[src/rfg_pkg.sv]
// shared constants for the resistance-to-frequency gated counter
package rfg_pkg;
	localparam logic [31:0] ADDR_OSC_CFG = 32'h0000_00af * 32'h4;
	localparam logic [31:0] ADDR_CLK_CFG = 32'h0000_00d8 * 32'h4;
	localparam logic [31:0] ADDR_AUXILIARY_CONTROL_ONE = 32'h0000_00f8 * 32'h4;
	localparam logic [7:0] OSC_CFG_RESET = 8'h0c;
	localparam logic [7:0] CLK_CFG_RESET = 8'h05;
	localparam logic [7:0] AUXILIARY_CONTROL_ONE_RESET = 8'h00;
	localparam logic [7:0] AUXILIARY_CONTROL_ONE_MASK = 8'h1f;
	localparam int PIN_MODE_LSB = 6;
	localparam int CNT_SEL_LSB = 4;
	localparam int PSC_LSB = 2;
	localparam int CHAN_LSB = 0;
	localparam int OSC_STOP_BIT = 1;
	localparam int FCK_TYPE_BIT = 7;
	localparam int FCK_SEL_BIT = 5;
	localparam logic [1:0] RESP_OKAY = 2'h0;
	localparam logic [1:0] RESP_SLVERR = 2'h2;
	localparam logic [1:0] SEL_PIN = 2'h0;
	localparam logic [1:0] SEL_OSC = 2'h1;
	localparam logic [1:0] SEL_XTAL = 2'h2;
	localparam logic [1:0] SEL_GATED = 2'h3;
	localparam int PSC_W = 6;
	typedef enum logic [1:0] {RFG_G_IDLE, RFG_G_ARMED, RFG_G_OPEN, RFG_G_DONE} rfg_gate_t;
endpackage : rfg_pkg

[src/rfg_sync.sv]
// two-flop synchroniser for one level
`timescale 1ns/1ps
module rfg_sync (
	input wire logic clk_sys_in,
	input wire logic rst_in,
	input wire logic d_in,
	output logic q_out
);
	typedef struct packed {logic s1; logic s2;} rfg_sync_t;
	rfg_sync_t st_r, st_nxt;
	always_comb begin
		st_nxt.s1 = d_in;
		st_nxt.s2 = st_r.s1;
	end
	always_ff @(posedge clk_sys_in or posedge rst_in) begin
		if (rst_in) begin
			st_r <= '0;
		end else begin
			st_r <= st_nxt;
		end
	end
	assign q_out = st_r.s2;
endmodule // rfg_sync

[src/rfg_prescaler.sv]
// oscillator edge prescaler, divide by 64/16/4/1
`timescale 1ns/1ps
module rfg_prescaler
	import rfg_pkg::*;
#(
	parameter int W = PSC_W
) (
	input wire logic clk_sys_in,
	input wire logic rst_in,
	input wire logic edge_in,
	input wire logic [1:0] psc_in,
	output logic tick_out
);
	typedef struct packed {logic [W-1:0] cnt; logic tick;} rfg_psc_t;
	rfg_psc_t st_r, st_nxt;
	logic [W-1:0] last;
	always_comb begin
		unique case (psc_in)
			2'h0: last = W'(63);
			2'h1: last = W'(15);
			2'h2: last = W'(3);
			default: last = '0;
		endcase
		st_nxt = st_r;
		st_nxt.tick = 1'b0;
		if (edge_in) begin
			if (st_r.cnt >= last) begin
				st_nxt.cnt = '0;
				st_nxt.tick = 1'b1;
			end else begin
				st_nxt.cnt = st_r.cnt + 1'b1;
			end
		end
	end
	always_ff @(posedge clk_sys_in or posedge rst_in) begin
		if (rst_in) begin
			st_r <= '0;
		end else begin
			st_r <= st_nxt;
		end
	end
	assign tick_out = st_r.tick;
endmodule // rfg_prescaler

[src/rfg_core.sv]
// converter control: register slave, pin routing, prescale and timer-2 gating
//
// Behaviour
// - channel field picks one reference pin: 00 first, 01 second, 10 third.
// - at most one oscillation circuit is ever enabled at once.
// - pin mode field gives converter 0, 2, 3 or 4 port-0 pins.
// - count input select picks pin, divided osc, slow crystal or gated osc.
// - prescaler divides oscillator by 64, 16, 4 or 1.
// - select 3 passes divided osc only between timer-2 overflows.
// - stop bit halts oscillator and clears gate, waiting for next overflow.
// - after stop cleared, count only between next two overflows, then stop.
// - fast clock type changes only when fast clock select is 0.
// - fast clock type 1 picks converter oscillator as fast clock.
// - segment pin mode overrides converter pin mode on shared pins.
//
// Design decision made here: the AXI4-Lite slave port.
`timescale 1ns/1ps
module rfg_core
	import rfg_pkg::*;
(
	input wire logic clk_sys_in,
	input wire logic rst_in,
	input wire logic [31:0] s_axi_awaddr,
	input wire logic s_axi_awvalid,
	output logic s_axi_awready,
	input wire logic [31:0] s_axi_wdata,
	input wire logic [3:0] s_axi_wstrb,
	input wire logic s_axi_wvalid,
	output logic s_axi_wready,
	output logic [1:0] s_axi_bresp,
	output logic s_axi_bvalid,
	input wire logic s_axi_bready,
	input wire logic [31:0] s_axi_araddr,
	input wire logic s_axi_arvalid,
	output logic s_axi_arready,
	output logic [31:0] s_axi_rdata,
	output logic [1:0] s_axi_rresp,
	output logic s_axi_rvalid,
	input wire logic s_axi_rready,
	input wire logic osc_clk_in,
	input wire logic t2_overflow_in,
	input wire logic count_pin_in,
	input wire logic slow_crystal_in,
	input wire logic timer0_counter_mode_in,
	input wire logic [3:0] segment_pin_mode_in,
	output logic [3:0] converter_pin_mode_out,
	output logic [2:0] ref_resistor_en_out,
	output logic osc_run_out,
	output logic t0_count_out,
	output logic fast_clock_type_out,
	output logic gate_open_out
);
	typedef struct packed {
		logic [7:0] osc_cfg;
		logic [7:0] clk_cfg;
		logic [7:0] auxiliary_control_one;
		logic aw_got;
		logic w_got;
		logic [31:0] awaddr;
		logic [31:0] wdata;
		logic [3:0] wstrb;
		logic bvalid;
		logic [1:0] bresp;
		logic rvalid;
		logic [31:0] rdata;
		logic [1:0] rresp;
		logic osc_d;
		logic ovf_d;
		logic xtal_d;
		logic pin_d;
		rfg_gate_t gate;
		logic t0_cnt;
		logic [3:0] pins;
		logic [2:0] ref_en;
	} rfg_state_t;

	rfg_state_t st_r, st_nxt;
	logic osc_s, ovf_s, xtal_s, pin_s;
	logic osc_edge, ovf_pulse, xtal_edge, pin_fall, psc_tick;

	function automatic logic [7:0] merge_byte(input logic [7:0] old_v, input logic [31:0] d, input logic [3:0] be);
		merge_byte = be[0] ? d[7:0] : old_v;
	endfunction

	function automatic logic [3:0] pins_of_mode(input logic [1:0] m);
		unique case (m)
			2'h0: pins_of_mode = 4'h0;
			2'h1: pins_of_mode = 4'h3;
			2'h2: pins_of_mode = 4'h7;
			default: pins_of_mode = 4'hf;
		endcase
	endfunction

	rfg_sync u_sync_osc (.clk_sys_in(clk_sys_in), .rst_in(rst_in), .d_in(osc_clk_in), .q_out(osc_s));
	rfg_sync u_sync_ovf (.clk_sys_in(clk_sys_in), .rst_in(rst_in), .d_in(t2_overflow_in), .q_out(ovf_s));
	rfg_sync u_sync_xtal (.clk_sys_in(clk_sys_in), .rst_in(rst_in), .d_in(slow_crystal_in), .q_out(xtal_s));
	rfg_sync u_sync_pin (.clk_sys_in(clk_sys_in), .rst_in(rst_in), .d_in(count_pin_in), .q_out(pin_s));

	assign osc_edge = osc_s & ~st_r.osc_d & ~st_r.auxiliary_control_one[OSC_STOP_BIT];
	assign ovf_pulse = ovf_s & ~st_r.ovf_d;
	assign xtal_edge = xtal_s & ~st_r.xtal_d;
	assign pin_fall = ~pin_s & st_r.pin_d;

	rfg_prescaler u_psc (
		.clk_sys_in(clk_sys_in),
		.rst_in(rst_in),
		.edge_in(osc_edge),
		.psc_in(st_r.osc_cfg[PSC_LSB +: 2]),
		.tick_out(psc_tick)
	);

	always_comb begin
		logic wr_fire;
		logic [1:0] sel;
		logic [3:0] conv_pins;
		st_nxt = st_r;
		wr_fire = 1'b0;
		conv_pins = 4'h0;
		sel = st_r.osc_cfg[CNT_SEL_LSB +: 2];
		st_nxt.osc_d = osc_s;
		st_nxt.ovf_d = ovf_s;
		st_nxt.xtal_d = xtal_s;
		st_nxt.pin_d = pin_s;

		// write channel: address and data taken in either order
		if (s_axi_awvalid && !st_r.aw_got) begin
			st_nxt.aw_got = 1'b1;
			st_nxt.awaddr = s_axi_awaddr;
		end
		if (s_axi_wvalid && !st_r.w_got) begin
			st_nxt.w_got = 1'b1;
			st_nxt.wdata = s_axi_wdata;
			st_nxt.wstrb = s_axi_wstrb;
		end
		if (st_r.aw_got && st_r.w_got && !st_r.bvalid) begin
			wr_fire = 1'b1;
			st_nxt.aw_got = 1'b0;
			st_nxt.w_got = 1'b0;
			st_nxt.bvalid = 1'b1;
			st_nxt.bresp = RESP_OKAY;
			unique case (st_r.awaddr)
				ADDR_OSC_CFG: st_nxt.osc_cfg = merge_byte(st_r.osc_cfg, st_r.wdata, st_r.wstrb);
				ADDR_CLK_CFG: begin
					st_nxt.clk_cfg = merge_byte(st_r.clk_cfg, st_r.wdata, st_r.wstrb);
					if (st_r.clk_cfg[FCK_SEL_BIT]) begin
						st_nxt.clk_cfg[FCK_TYPE_BIT] = st_r.clk_cfg[FCK_TYPE_BIT];
					end
				end
				ADDR_AUXILIARY_CONTROL_ONE: st_nxt.auxiliary_control_one = merge_byte(st_r.auxiliary_control_one, st_r.wdata, st_r.wstrb) & AUXILIARY_CONTROL_ONE_MASK;
				default: st_nxt.bresp = RESP_SLVERR;
			endcase
		end
		if (st_r.bvalid && s_axi_bready) begin
			st_nxt.bvalid = 1'b0;
		end

		// read channel
		if (s_axi_arvalid && !st_r.rvalid) begin
			st_nxt.rvalid = 1'b1;
			st_nxt.rresp = RESP_OKAY;
			unique case (s_axi_araddr)
				ADDR_OSC_CFG: st_nxt.rdata = {24'h000000, st_r.osc_cfg};
				ADDR_CLK_CFG: st_nxt.rdata = {24'h000000, st_r.clk_cfg};
				ADDR_AUXILIARY_CONTROL_ONE: st_nxt.rdata = {24'h000000, st_r.auxiliary_control_one};
				default: begin
					st_nxt.rdata = 32'h0000_0000;
					st_nxt.rresp = RESP_SLVERR;
				end
			endcase
		end else if (st_r.rvalid && s_axi_rready) begin
			st_nxt.rvalid = 1'b0;
		end

		// gate sequencer for timer-2 windowed counting
		if (st_r.auxiliary_control_one[OSC_STOP_BIT] || sel != SEL_GATED) begin
			st_nxt.gate = RFG_G_IDLE;
		end else begin
			unique case (st_r.gate)
				RFG_G_IDLE: st_nxt.gate = RFG_G_ARMED;
				RFG_G_ARMED: if (ovf_pulse) st_nxt.gate = RFG_G_OPEN;
				RFG_G_OPEN: if (ovf_pulse) st_nxt.gate = RFG_G_DONE;
				RFG_G_DONE: st_nxt.gate = RFG_G_DONE;
			endcase
		end

		// timer-0 count source, one-cycle pulse per counted event
		st_nxt.t0_cnt = 1'b0;
		if (timer0_counter_mode_in) begin
			unique case (sel)
				SEL_PIN: st_nxt.t0_cnt = pin_fall;
				SEL_OSC: st_nxt.t0_cnt = psc_tick;
				SEL_XTAL: st_nxt.t0_cnt = xtal_edge;
				SEL_GATED: st_nxt.t0_cnt = psc_tick && st_r.gate == RFG_G_OPEN;
			endcase
		end

		// pin ownership and single reference resistor
		conv_pins = pins_of_mode(st_r.osc_cfg[PIN_MODE_LSB +: 2]);
		st_nxt.pins = conv_pins & ~segment_pin_mode_in;
		st_nxt.ref_en = 3'h0;
		if (!st_r.auxiliary_control_one[OSC_STOP_BIT] && st_nxt.pins[0]) begin
			unique case (st_r.osc_cfg[CHAN_LSB +: 2])
				2'h0: st_nxt.ref_en = {2'h0, st_nxt.pins[1]};
				2'h1: st_nxt.ref_en = {1'b0, st_nxt.pins[2], 1'b0};
				2'h2: st_nxt.ref_en = {st_nxt.pins[3], 2'h0};
				default: st_nxt.ref_en = 3'h0;
			endcase
		end
		if (wr_fire) begin
			st_nxt.ref_en = 3'h0;
		end
	end

	always_ff @(posedge clk_sys_in or posedge rst_in) begin
		if (rst_in) begin
			st_r <= '0;
			st_r.osc_cfg <= OSC_CFG_RESET;
			st_r.clk_cfg <= CLK_CFG_RESET;
			st_r.auxiliary_control_one <= AUXILIARY_CONTROL_ONE_RESET;
			st_r.gate <= RFG_G_IDLE;
		end else begin
			st_r <= st_nxt;
		end
	end

	assign s_axi_awready = !st_r.aw_got;
	assign s_axi_wready = !st_r.w_got;
	assign s_axi_bvalid = st_r.bvalid;
	assign s_axi_bresp = st_r.bresp;
	assign s_axi_arready = !st_r.rvalid;
	assign s_axi_rvalid = st_r.rvalid;
	assign s_axi_rdata = st_r.rdata;
	assign s_axi_rresp = st_r.rresp;
	assign converter_pin_mode_out = st_r.pins;
	assign ref_resistor_en_out = st_r.ref_en;
	assign osc_run_out = |st_r.ref_en;
	assign t0_count_out = st_r.t0_cnt;
	assign fast_clock_type_out = st_r.clk_cfg[FCK_TYPE_BIT];
	assign gate_open_out = st_r.gate == RFG_G_OPEN;
endmodule // rfg_core

[config.mk]
export PLATFORM = sky130hd
export DESIGN_NAME = rfg_core
export DESIGN_NICKNAME = d
export VERILOG_FILES = /design/src/rfg_pkg.sv /design/src/rfg_sync.sv /design/src/rfg_prescaler.sv /design/src/rfg_core.sv
export SDC_FILE = /design/constraint.sdc
export NUM_CORES = 1
export LEC_CHECK = 0
export BUFFER_PORTS_ARGS = -buffer_cell sky130_fd_sc_hd__buf_2
export CAP_MARGIN = 20
export CELL_PAD_IN_SITES_DETAIL_PLACEMENT = 0
export CELL_PAD_IN_SITES_GLOBAL_PLACEMENT = 2
export CORE_MARGIN = 3
export CORE_UTILIZATION = 34
export CTS_CLUSTER_DIAMETER = 40
export DETAILED_ROUTE_END_ITERATION = 12
export PLACE_DENSITY_LB_ADDON = 0.1
export SYNTH_ARGS = -nofsm -noshare
export SYNTH_HDL_FRONTEND = slang
export SYNTH_HIERARCHICAL = 1
export SYNTH_SLANG_ARGS = --single-unit
[constraint.sdc]
create_clock -name clk_sys_in -period 4.2 [get_ports clk_sys_in]
set_input_delay 0 -clock clk_sys_in [delete_from_list [all_inputs] [get_ports clk_sys_in]]
set_output_delay 0 -clock clk_sys_in [all_outputs]
set_load 0.02 [all_outputs]
==> flow_results.org, run 1 <==
** Run status
- Run status :: complete, no violations

** Cells and area
- The finished cells cover between 6000 and 7000 sq um.
- 0 antenna diodes ended up in the layout.
- The library cell used most frequently in the layout, excluding fill and tap cells, is buf_2.
- Area Overhead vs Synth :: 28.8%
- The finished layout holds between 700 and 800 standard cells, fillers aside.
- In the layout the commonest cells are buf_2 (114), dfrtp_1 (101), mux2_2 (58), dlygate4sd3_1 (55), conb_1 (26).
- The post-route netlist has 39.4% of its cells at a drive strength greater than 1.
- Total of fill cells in the finished design :: ~1300
- For this run, the post-layout net count is about 670.

** Die
- Die X-Extent :: roughly 120 um
- Core outline area :: 13600 sq um
- Number of primary I/O pins :: roughly 170
- Area of the die :: about 16000 sq um
- For this configuration, the core starts out at a cell density of 35.5%.
- Chip height :: around 120 um
- Row Count :: 42

** Timing
- The worst path uses 62.6% of the clock period.
- Setup Skew :: 0.00722 ns
- Setup TNS after final layout :: 0 ns
- Period minus WS final :: roughly 2.6 ns
- On the final layout, the worst hold slack is around 0.1 ns.
- For the pin with the worst max-slew slack, the measured transition is ~0.94 ns.
- The count of endpoints failing hold in the final timing report came to 0.
- Max-slew violation count :: 0
- Highest attainable clock frequency :: between 0.3 and 0.4 GHz
- The worst pin sits at a relative slew slack of a little under two fifths.
- Unrepaired setup endpoints after global routing :: no
- Setup violations remaining at the end of the flow were counted as 0.

** Clocking
- TritonCTS built the clock tree.
- Clock Tree Buf Depth :: 2
- TritonCTS Buffers :: 9
- CTS built an H-tree with a depth of 3.
- Clock latency on the worst-skew pair :: 0.34 ns
- In this run the clock root is driven by a clkbuf_16.
- Setup Buffers After CTS :: 0
- CTS Sinks :: between 100 and 150
- After clock tree synthesis, the clock-pin slew on the worst setup and hold paths is ~0.07 ns.

** Synthesis
- Top-area cell type share of the netlist area :: a little over half
- Async SR Flop Fraction :: 100%
- Yosys mapped a number of flops with a built-in enable equal to 0.
- Number of flip-flops and latches in the synthesized netlist :: roughly 110
- In this run the cell area of the synthesized design comes to slightly below 5000 sq um.
- Top area cells in the synthesized netlist :: dfrtp_1 (53%), mux2_2 (14%), buf_4 (6.7%)
- During synthesis, Yosys emitted a total of 6 warnings.
- After synthesis, the netlist uses between 50 and 60 different library cells.
- Sequential-to-total area share from yosys stat :: ~55%
- For this run, the leading register cell type out of synthesis is dfrtp_1.
- Cell count after synthesis :: 386
- Mean area per synthesized cell :: between 10 and 15 sq um
- dfrtp_1 takes more of the synthesized area than any other cell.

** Global route
- Wire length of the first global-routing pass :: roughly 17000 um
- The total overflow left after global routing is 0.
- Across every metal layer, demand over resource in global routing totals ~14%.
- The number of antenna violations at the first check in global routing came to 0.
- Entering global routing, the biggest net connects 59 pins.
- The via count of the first global-routing pass is between 3000 and 4000.

** Place
- Including well taps, the total number of placed cells is approximately 650.
- Detail Placement HPWL :: about 7500 um
- Routability-driven placement finished with a final weighted congestion of approximately 0.70.
- Buffers placed on the I/O ports in this run total roughly 110.
- The placed instances occupy a cell area of 5350 sq um.

** Pwr
- Net switching is roughly 29% of the power.
- IR analysis of the VDD net gives a maximum drop of between 300 and 400 uV.
- Combinational Power Share :: a little over a fifth
- Psw :: roughly 0.00080 W
- Share of total power in the clock network :: between 20% and 30%
- Internal Pwr Total :: 0.00200 W
- Power spread over the standard cell area amounts to ~450 nW/um^2.
- P_leak :: 2.99 nW
- Per report_power, the sequential group accounts for between 50% and 60% of the total.

** Detailed routing
- Count of unresolved DRC violations after routing :: 0
- Pre-Repair DR Iteration Count :: 4
- Count of routing violations after the opening detailed-route iteration :: between 100 and 150
- Post-DR vias/cell :: 4.48
- The routed layout has ~3200 vias.
- Post-detailed-route wirelength per cell :: about 14 um
- Residual antenna-violating net count after detailed routing :: 0
- Total routed wirelength :: slightly above 10000 um

** Critical path
- The critical path in this run is classified as reg2reg.
- Kind of start point of the critical path :: register
- Data required time at the worst endpoint :: 4.43 ns
- Among cell families on the critical path, the largest total delay comes from simple AND/OR/NAND/NOR gates.
- Arrival @ worst endpoint :: 2.85 ns
- Critical path cell sequence :: or4bb_1 > or3_1 > or4_1 > mux2_4
- Highest fanout seen on the critical path :: 8
- Critical-path cell with the highest stage delay :: or4_1
- Crit end category :: register
- The largest single stage delay on the critical path is 0.77 ns.
- Number of buffers and inverters on the critical path :: 0

** Min path
- Hold crit path type :: in2async

** Run
- Across the run, the number of max-cap violations was 0.
per-stage QoR:
step / total power, W / worst slack, ns / util (%)
after global placement: 0.00200 / 1.59 / 39.5
after floorplan: 0.00186 / 1.87 / -
final: 0.00280 / 1.57 / 45.7
after global routing: 0.00299 / 1.47 / 45.7
after detailed placement: 0.00202 / 1.55 / 39.5
after CTS: 0.00285 / 1.54 / 45.5
routing by layer:
layer	vias to the layer above	share of wire, %	GRT usage, %
met3	5	5.4	4.50
met4	0	0.77	3.25
met5	-	0	0
met2	84	50	22.6
li1	1605	-	-
met1	1541	44	17.2
flip-flops by register name, summed over array words and instances (netlist names):
name	flops
s_axi_bresp	1
converter_pin_mode_out	4
ref_resistor_en_out	3
u_psc/st_r	6
fast_clock_type_out	1
u_sync_pin/q_out	1
st_r	69
u_sync_pin/st_nxt	1
u_sync_ovf/q_out	1
u_psc/tick_out	1
u_sync_xtal/st_nxt	1
u_sync_ovf/st_nxt	1
s_axi_rvalid	1
t0_count_out	1
s_axi_bvalid	1
s_axi_rresp	1
u_sync_osc/st_nxt	1
s_axi_rdata	8
u_sync_osc/q_out	1
u_sync_xtal/q_out	1
worst min-delay path: stages:
cell           delay (ns)
dlygate4sd3_1        0.53
buf_2                0.16
inv_1                0.09
area by class of cell:
cell class | count | area, sq um | area share, %
Clock buffer | 9 | 225 | 3.64
Sequential cell | 105 | 2630 | 42.5
Clock inverter | 6 | 41.3 | 0.667
Multi-Input combinational cell | 234 | 1830 | 29.6
Inverter | 19 | 72.6 | 1.17
Timing Repair Buffer | 173 | 1170 | 18.9
Tap cell | 176 | 220 | 3.56
cell usage after synthesis, types with 2 or more instances:
cell / number
dfrtp_1: 101
mux2_2: 58
buf_4: 43
inv_1: 19
nor2_1: 19
nand2_1: 15
o21ai_0: 13
clkbuf_1: 8
mux2_4: 8
ha_1: 7
nor4_1: 7
nor2b_1: 6
a21oi_1: 5
a22oi_1: 5
dfstp_2: 4
nand2b_1: 4
nor3_1: 4
or4_1: 4
a21o_1: 3
a32oi_1: 3
nand3_1: 3
nand3b_1: 3
nand4_1: 3
or3_1: 3
a211oi_1: 2
and3b_1: 2
nor3b_1: 2
nor4_4: 2
nor4b_1: 2
o2111ai_1: 2
o22ai_1: 2
or4bb_1: 2
path summary, 6_finish.rpt:
kind                                           start                   end  slack (ns)  depth (start not counted)
worst max-delay path                       st_r[117]             st_r[144]        1.57                          4
worst min-delay path                          rst_in  u_sync_pin/st_nxt[0]        0.10                          3
worst max register to register             st_r[117]             st_r[144]        1.57                          4
worst min register to register  u_sync_ovf/st_nxt[0]      u_sync_ovf/q_out        0.35                          0
max in group asynchronous                     rst_in             st_r[141]        3.07                          5
min in group clk_sys_in              s_axi_araddr[4]        s_axi_rdata[0]        0.17                          4
cells by family after synthesis:
logic type,synth area share [%]
fa+ha+maj,1.82
xor+xnor,0.364
mux,16.1
compound gates,6.22
flops,54.8
other cells,0.0780
simple gates,11.5
buf+inv,9.16
power by group through the flow:
stage          combinational, W  clock [W]  sequential [W]
4_1_cts                0.000618   0.000804         0.00143
6_report               0.000609   0.000764         0.00143
2_1_floorplan          0.000463          0         0.00139
3_5_place_dp           0.000579          0         0.00145
5_1_grt                0.000685   0.000845         0.00146
3_3_place_gp           0.000561          0         0.00144
repair_timing:
| action | in CTS | in global routing |
|---|---|---|
| hold buffers | 55 | 0 |
| gates resized for setup | 0 | 0 |
| hold endpoints to repair | 128 | 0 |
| setup endpoints to repair | 0 | 0 |
No activity file was read; power rests on OpenSTA's default activity.
==> run 2, diff against run 1 <==
--- a/config.mk
+++ b/config.mk
@@ -10,7 +10,7 @@
 export CELL_PAD_IN_SITES_DETAIL_PLACEMENT = 0
 export CELL_PAD_IN_SITES_GLOBAL_PLACEMENT = 2
 export CORE_MARGIN = 3
-export CORE_UTILIZATION = 34
+export CORE_UTILIZATION = 32
 export CTS_CLUSTER_DIAMETER = 40
 export DETAILED_ROUTE_END_ITERATION = 12
 export PLACE_DENSITY_LB_ADDON = 0.1
==> constraint.sdc (replaced) <==
create_clock -name clk_sys_in -period 2.5 [get_ports clk_sys_in]
set_input_delay 0 -clock clk_sys_in [delete_from_list [all_inputs] [get_ports clk_sys_in]]
set_output_delay 0 -clock clk_sys_in [all_outputs]
set_load 0.02 [all_outputs]
==> flow_results.org, run 2 (synthesized netlist as in run 1, its figures left out) <==
** Cells and area
- The library cell used most frequently in the layout, excluding fill and tap cells, is buf_2.
- Fraction of layout instances using a drive strength above 1 :: about two fifths
- Final core utilization :: between 40% and 50%
- Compared with the post-synthesis result, the final layout area differs by 30.1%.
- The register with the most flip-flops in the layout has 69 of them.
- The top cell types in the final layout, fill and taps aside, are buf_2 (114), dfrtp_1 (101), mux2_2 (58), dlygate4sd3_1 (55), conb_1 (26).
- Diodes inserted :: 0
- In the final design database the tool counted between 600 and 700 nets.
- Register ranked first by flip-flop count :: st_r

** Place
- Routability-driven placement finished with a final weighted congestion of approximately 0.71.
- Post-Place Setup Slack :: roughly 0.084 ns
- Detailed placement finished with a half-perimeter wire length of roughly 7400 um.
- In this run the tool buffered the top-level ports with 114 buffer cells.

** Critical path
- Kind of start point of the critical path :: register
- The worst register-to-register path has a depth of 5.
- Critical path type :: reg2reg
- Arrival @ worst endpoint :: 2.62 ns
- In this run the critical register-to-register path is launched from st_r[117].
- End of the worst register-to-register path :: st_r[142]
- Highest fanout seen on the critical path :: 8
- Slack of the worst reg-to-reg path :: between 0.1 and 0.15 ns
- Data on the critical path is required at its endpoint by ~2.7 ns.
- The worst setup path is captured at a register.

** Die
- The floorplan step defined a die boundary enclosing between 15000 and 20000 sq um.
- The floorplan step defined a core boundary enclosing about 15000 sq um.
- The initialized floorplan defines 44 standard-cell rows.
- Die X-Extent :: 129 um
- For this configuration, the core starts out at a cell density of about a third.
- Number of primary I/O pins :: about 170
- The die is around 130 um tall.

** Clocking
- No sink is reached through more buffers than the 2 on the longest clock path.
- The clock reaches the later pin of the worst-skew pair after ~0.34 ns.
- Setup Buffers After CTS :: 0
- Clock transition at the register clock pins on the worst setup and hold paths after CTS :: 0.07 ns
- CTS tree :: yes
- Buffer type at the clock tree root :: clkbuf_16
- In this run, CTS created clock tree buffers numbering 9.
- The clock tree synthesis step divided the H-tree into 3 levels.
- For this design, the sink count on the clock tree is roughly 110.

** Detailed routing
- Count of routing violations after the opening detailed-route iteration :: 108
- Residual antenna-violating net count after detailed routing :: 0
- Pre-Repair DR Iteration Count :: 4
- Dividing the detail-routed wire length by the instance count gives 13.9 um.
- After detailed routing, the total wire length is 10200 um.
- Post-DR vias/cell :: around 4.5
- For this run, design rule violations remaining after detail routing come to 0.
- Total via count in the routed design :: 3298

** Timing
- Transition time at the pin with the least slew margin :: roughly 0.69 ns
- The worst pin sits at a relative slew slack of 54.0%.
- Once routing completed, OpenROAD measured the worst setup slack at 0.105 ns.
- Of the available clock period, the critical path in the final layout requires about 96%.
- Clock skew on the completed layout was measured at ~0.0035 ns.
- Highest attainable clock frequency :: 0.418 GHz
- Setup TNS after final layout :: 0 ns
- The count of endpoints failing hold in the final timing report came to 0.
- Across all hold checks on the routed design, the worst slack comes to 0.109 ns.
- Unrepaired setup endpoints after global routing :: no
- The number of pins exceeding their max-slew limit in the final report came to 0.
- The clock period could shrink to about 2.4 ns.
- Setup violations remaining at the end of the flow were counted as 0.

** Run
- Across the run, the number of max-cap violations was 0.

** Global route
- The first global-routing pass estimated about 17000 um of wire.
- Largest net degree at the start of global routing :: 69
- Global routing consumed, over all layers together, about an eighth of the routing resources.
- Residual overflow from global routing :: 0
- Antenna violations before repair :: 0
- Number of global-route vias before repair :: 3328

** Pwr
- P_leak :: between 3 and 4 nW
- Across the VDD grid, the largest voltage drop is roughly 580 uV.
- PwrDens :: 757 nW/um^2

** Run status
- The run finished with clean final reports.

** Min path
- Hold crit path type :: in2async
## run 2: changes by cell type in the layout (fill, tap and decap cells not counted)
| cell | change |
|---|---|
| buf_6 | +1 |
| or3_1 | -1 |
| clkinv_2 | -3 |
| buf_16 | -1 |
| buf_12 | +1 |
| clkbuf_8 | +1 |
| or3_4 | +1 |
| clkinvlp_4 | +1 |
| inv_6 | -1 |
| clkbuf_1 | +2 |
| buf_4 | +5 |
## run 2: area by class of cell
cell class / instances / area [sq um]
clock buffer: 12 / 246
fill: 1402 / 8330
timing repair buffer: 179 / 1210
sequential: 105 / 2630
inverter: 19 / 72.6
multi-input combinational: 234 / 1840
clock inverter: 3 / 25.0
tap: 184 / 230
## run 2: worst max-delay path by stage
stage / startpoint / to / slack [ns] / depth (start not counted)
after global placement: st_r[117] / st_r[139] / 0.10 / 5
after floorplan: rst_in / converter_pin_mode_out[0] / 0.17 / 1
after CTS: st_r[117] / st_r[143] / 0.07 / 5
final: st_r[117] / st_r[142] / 0.11 / 5
after global routing: st_r[117] / st_r[144] / 0.003 / 5
after detailed placement: st_r[117] / st_r[143] / 0.08 / 5
## run 2: where the power goes
| group | switching (W) | leakage [nW] | total (W) | internal [W] |
|---|---|---|---|---|
| Combinational | 0.000454 | 1.59 | 0.00103 | 0.000577 |
| Sequential | 0.000286 | 1.30 | 0.00239 | 0.00211 |
| Clock | 0.000604 | 0.129 | 0.00131 | 0.000704 |
| Total | 0.00134 | 3.02 | 0.00473 | 0.00339 |
## run 2: worst max-delay path: stages (launching register included)
cell and delay (ns):
dfrtp_1 0.37, or4bb_1 0.54, or3_4 0.40, or4_1 0.49, buf_6 0.18, mux2_4 0.30
## run 2: stage by stage
step	total power (W)	instances	cell area, sq um
after floorplan	0.00312	411	4900
after global placement	0.00337	666	5420
after detailed placement	0.00341	666	5420
after CTS	0.00483	736	6250
after global routing	0.00507	736	6250
final	0.00473	736	6250
## run 2: layer usage
metal	wire length [um]	GRT usage [%]
met3	539	4.11
met1	4570	17.2
met4	112	3.52
met5	0	0
met2	4990	21.0
## run 2: timing repair
item | 4_1_cts | 5_1_grt
resized for setup | 0 | 2
endpoints found under the setup margin | 0 | 6
hold buffers | 55 | 0
hold endpoints to repair | 94 | 0
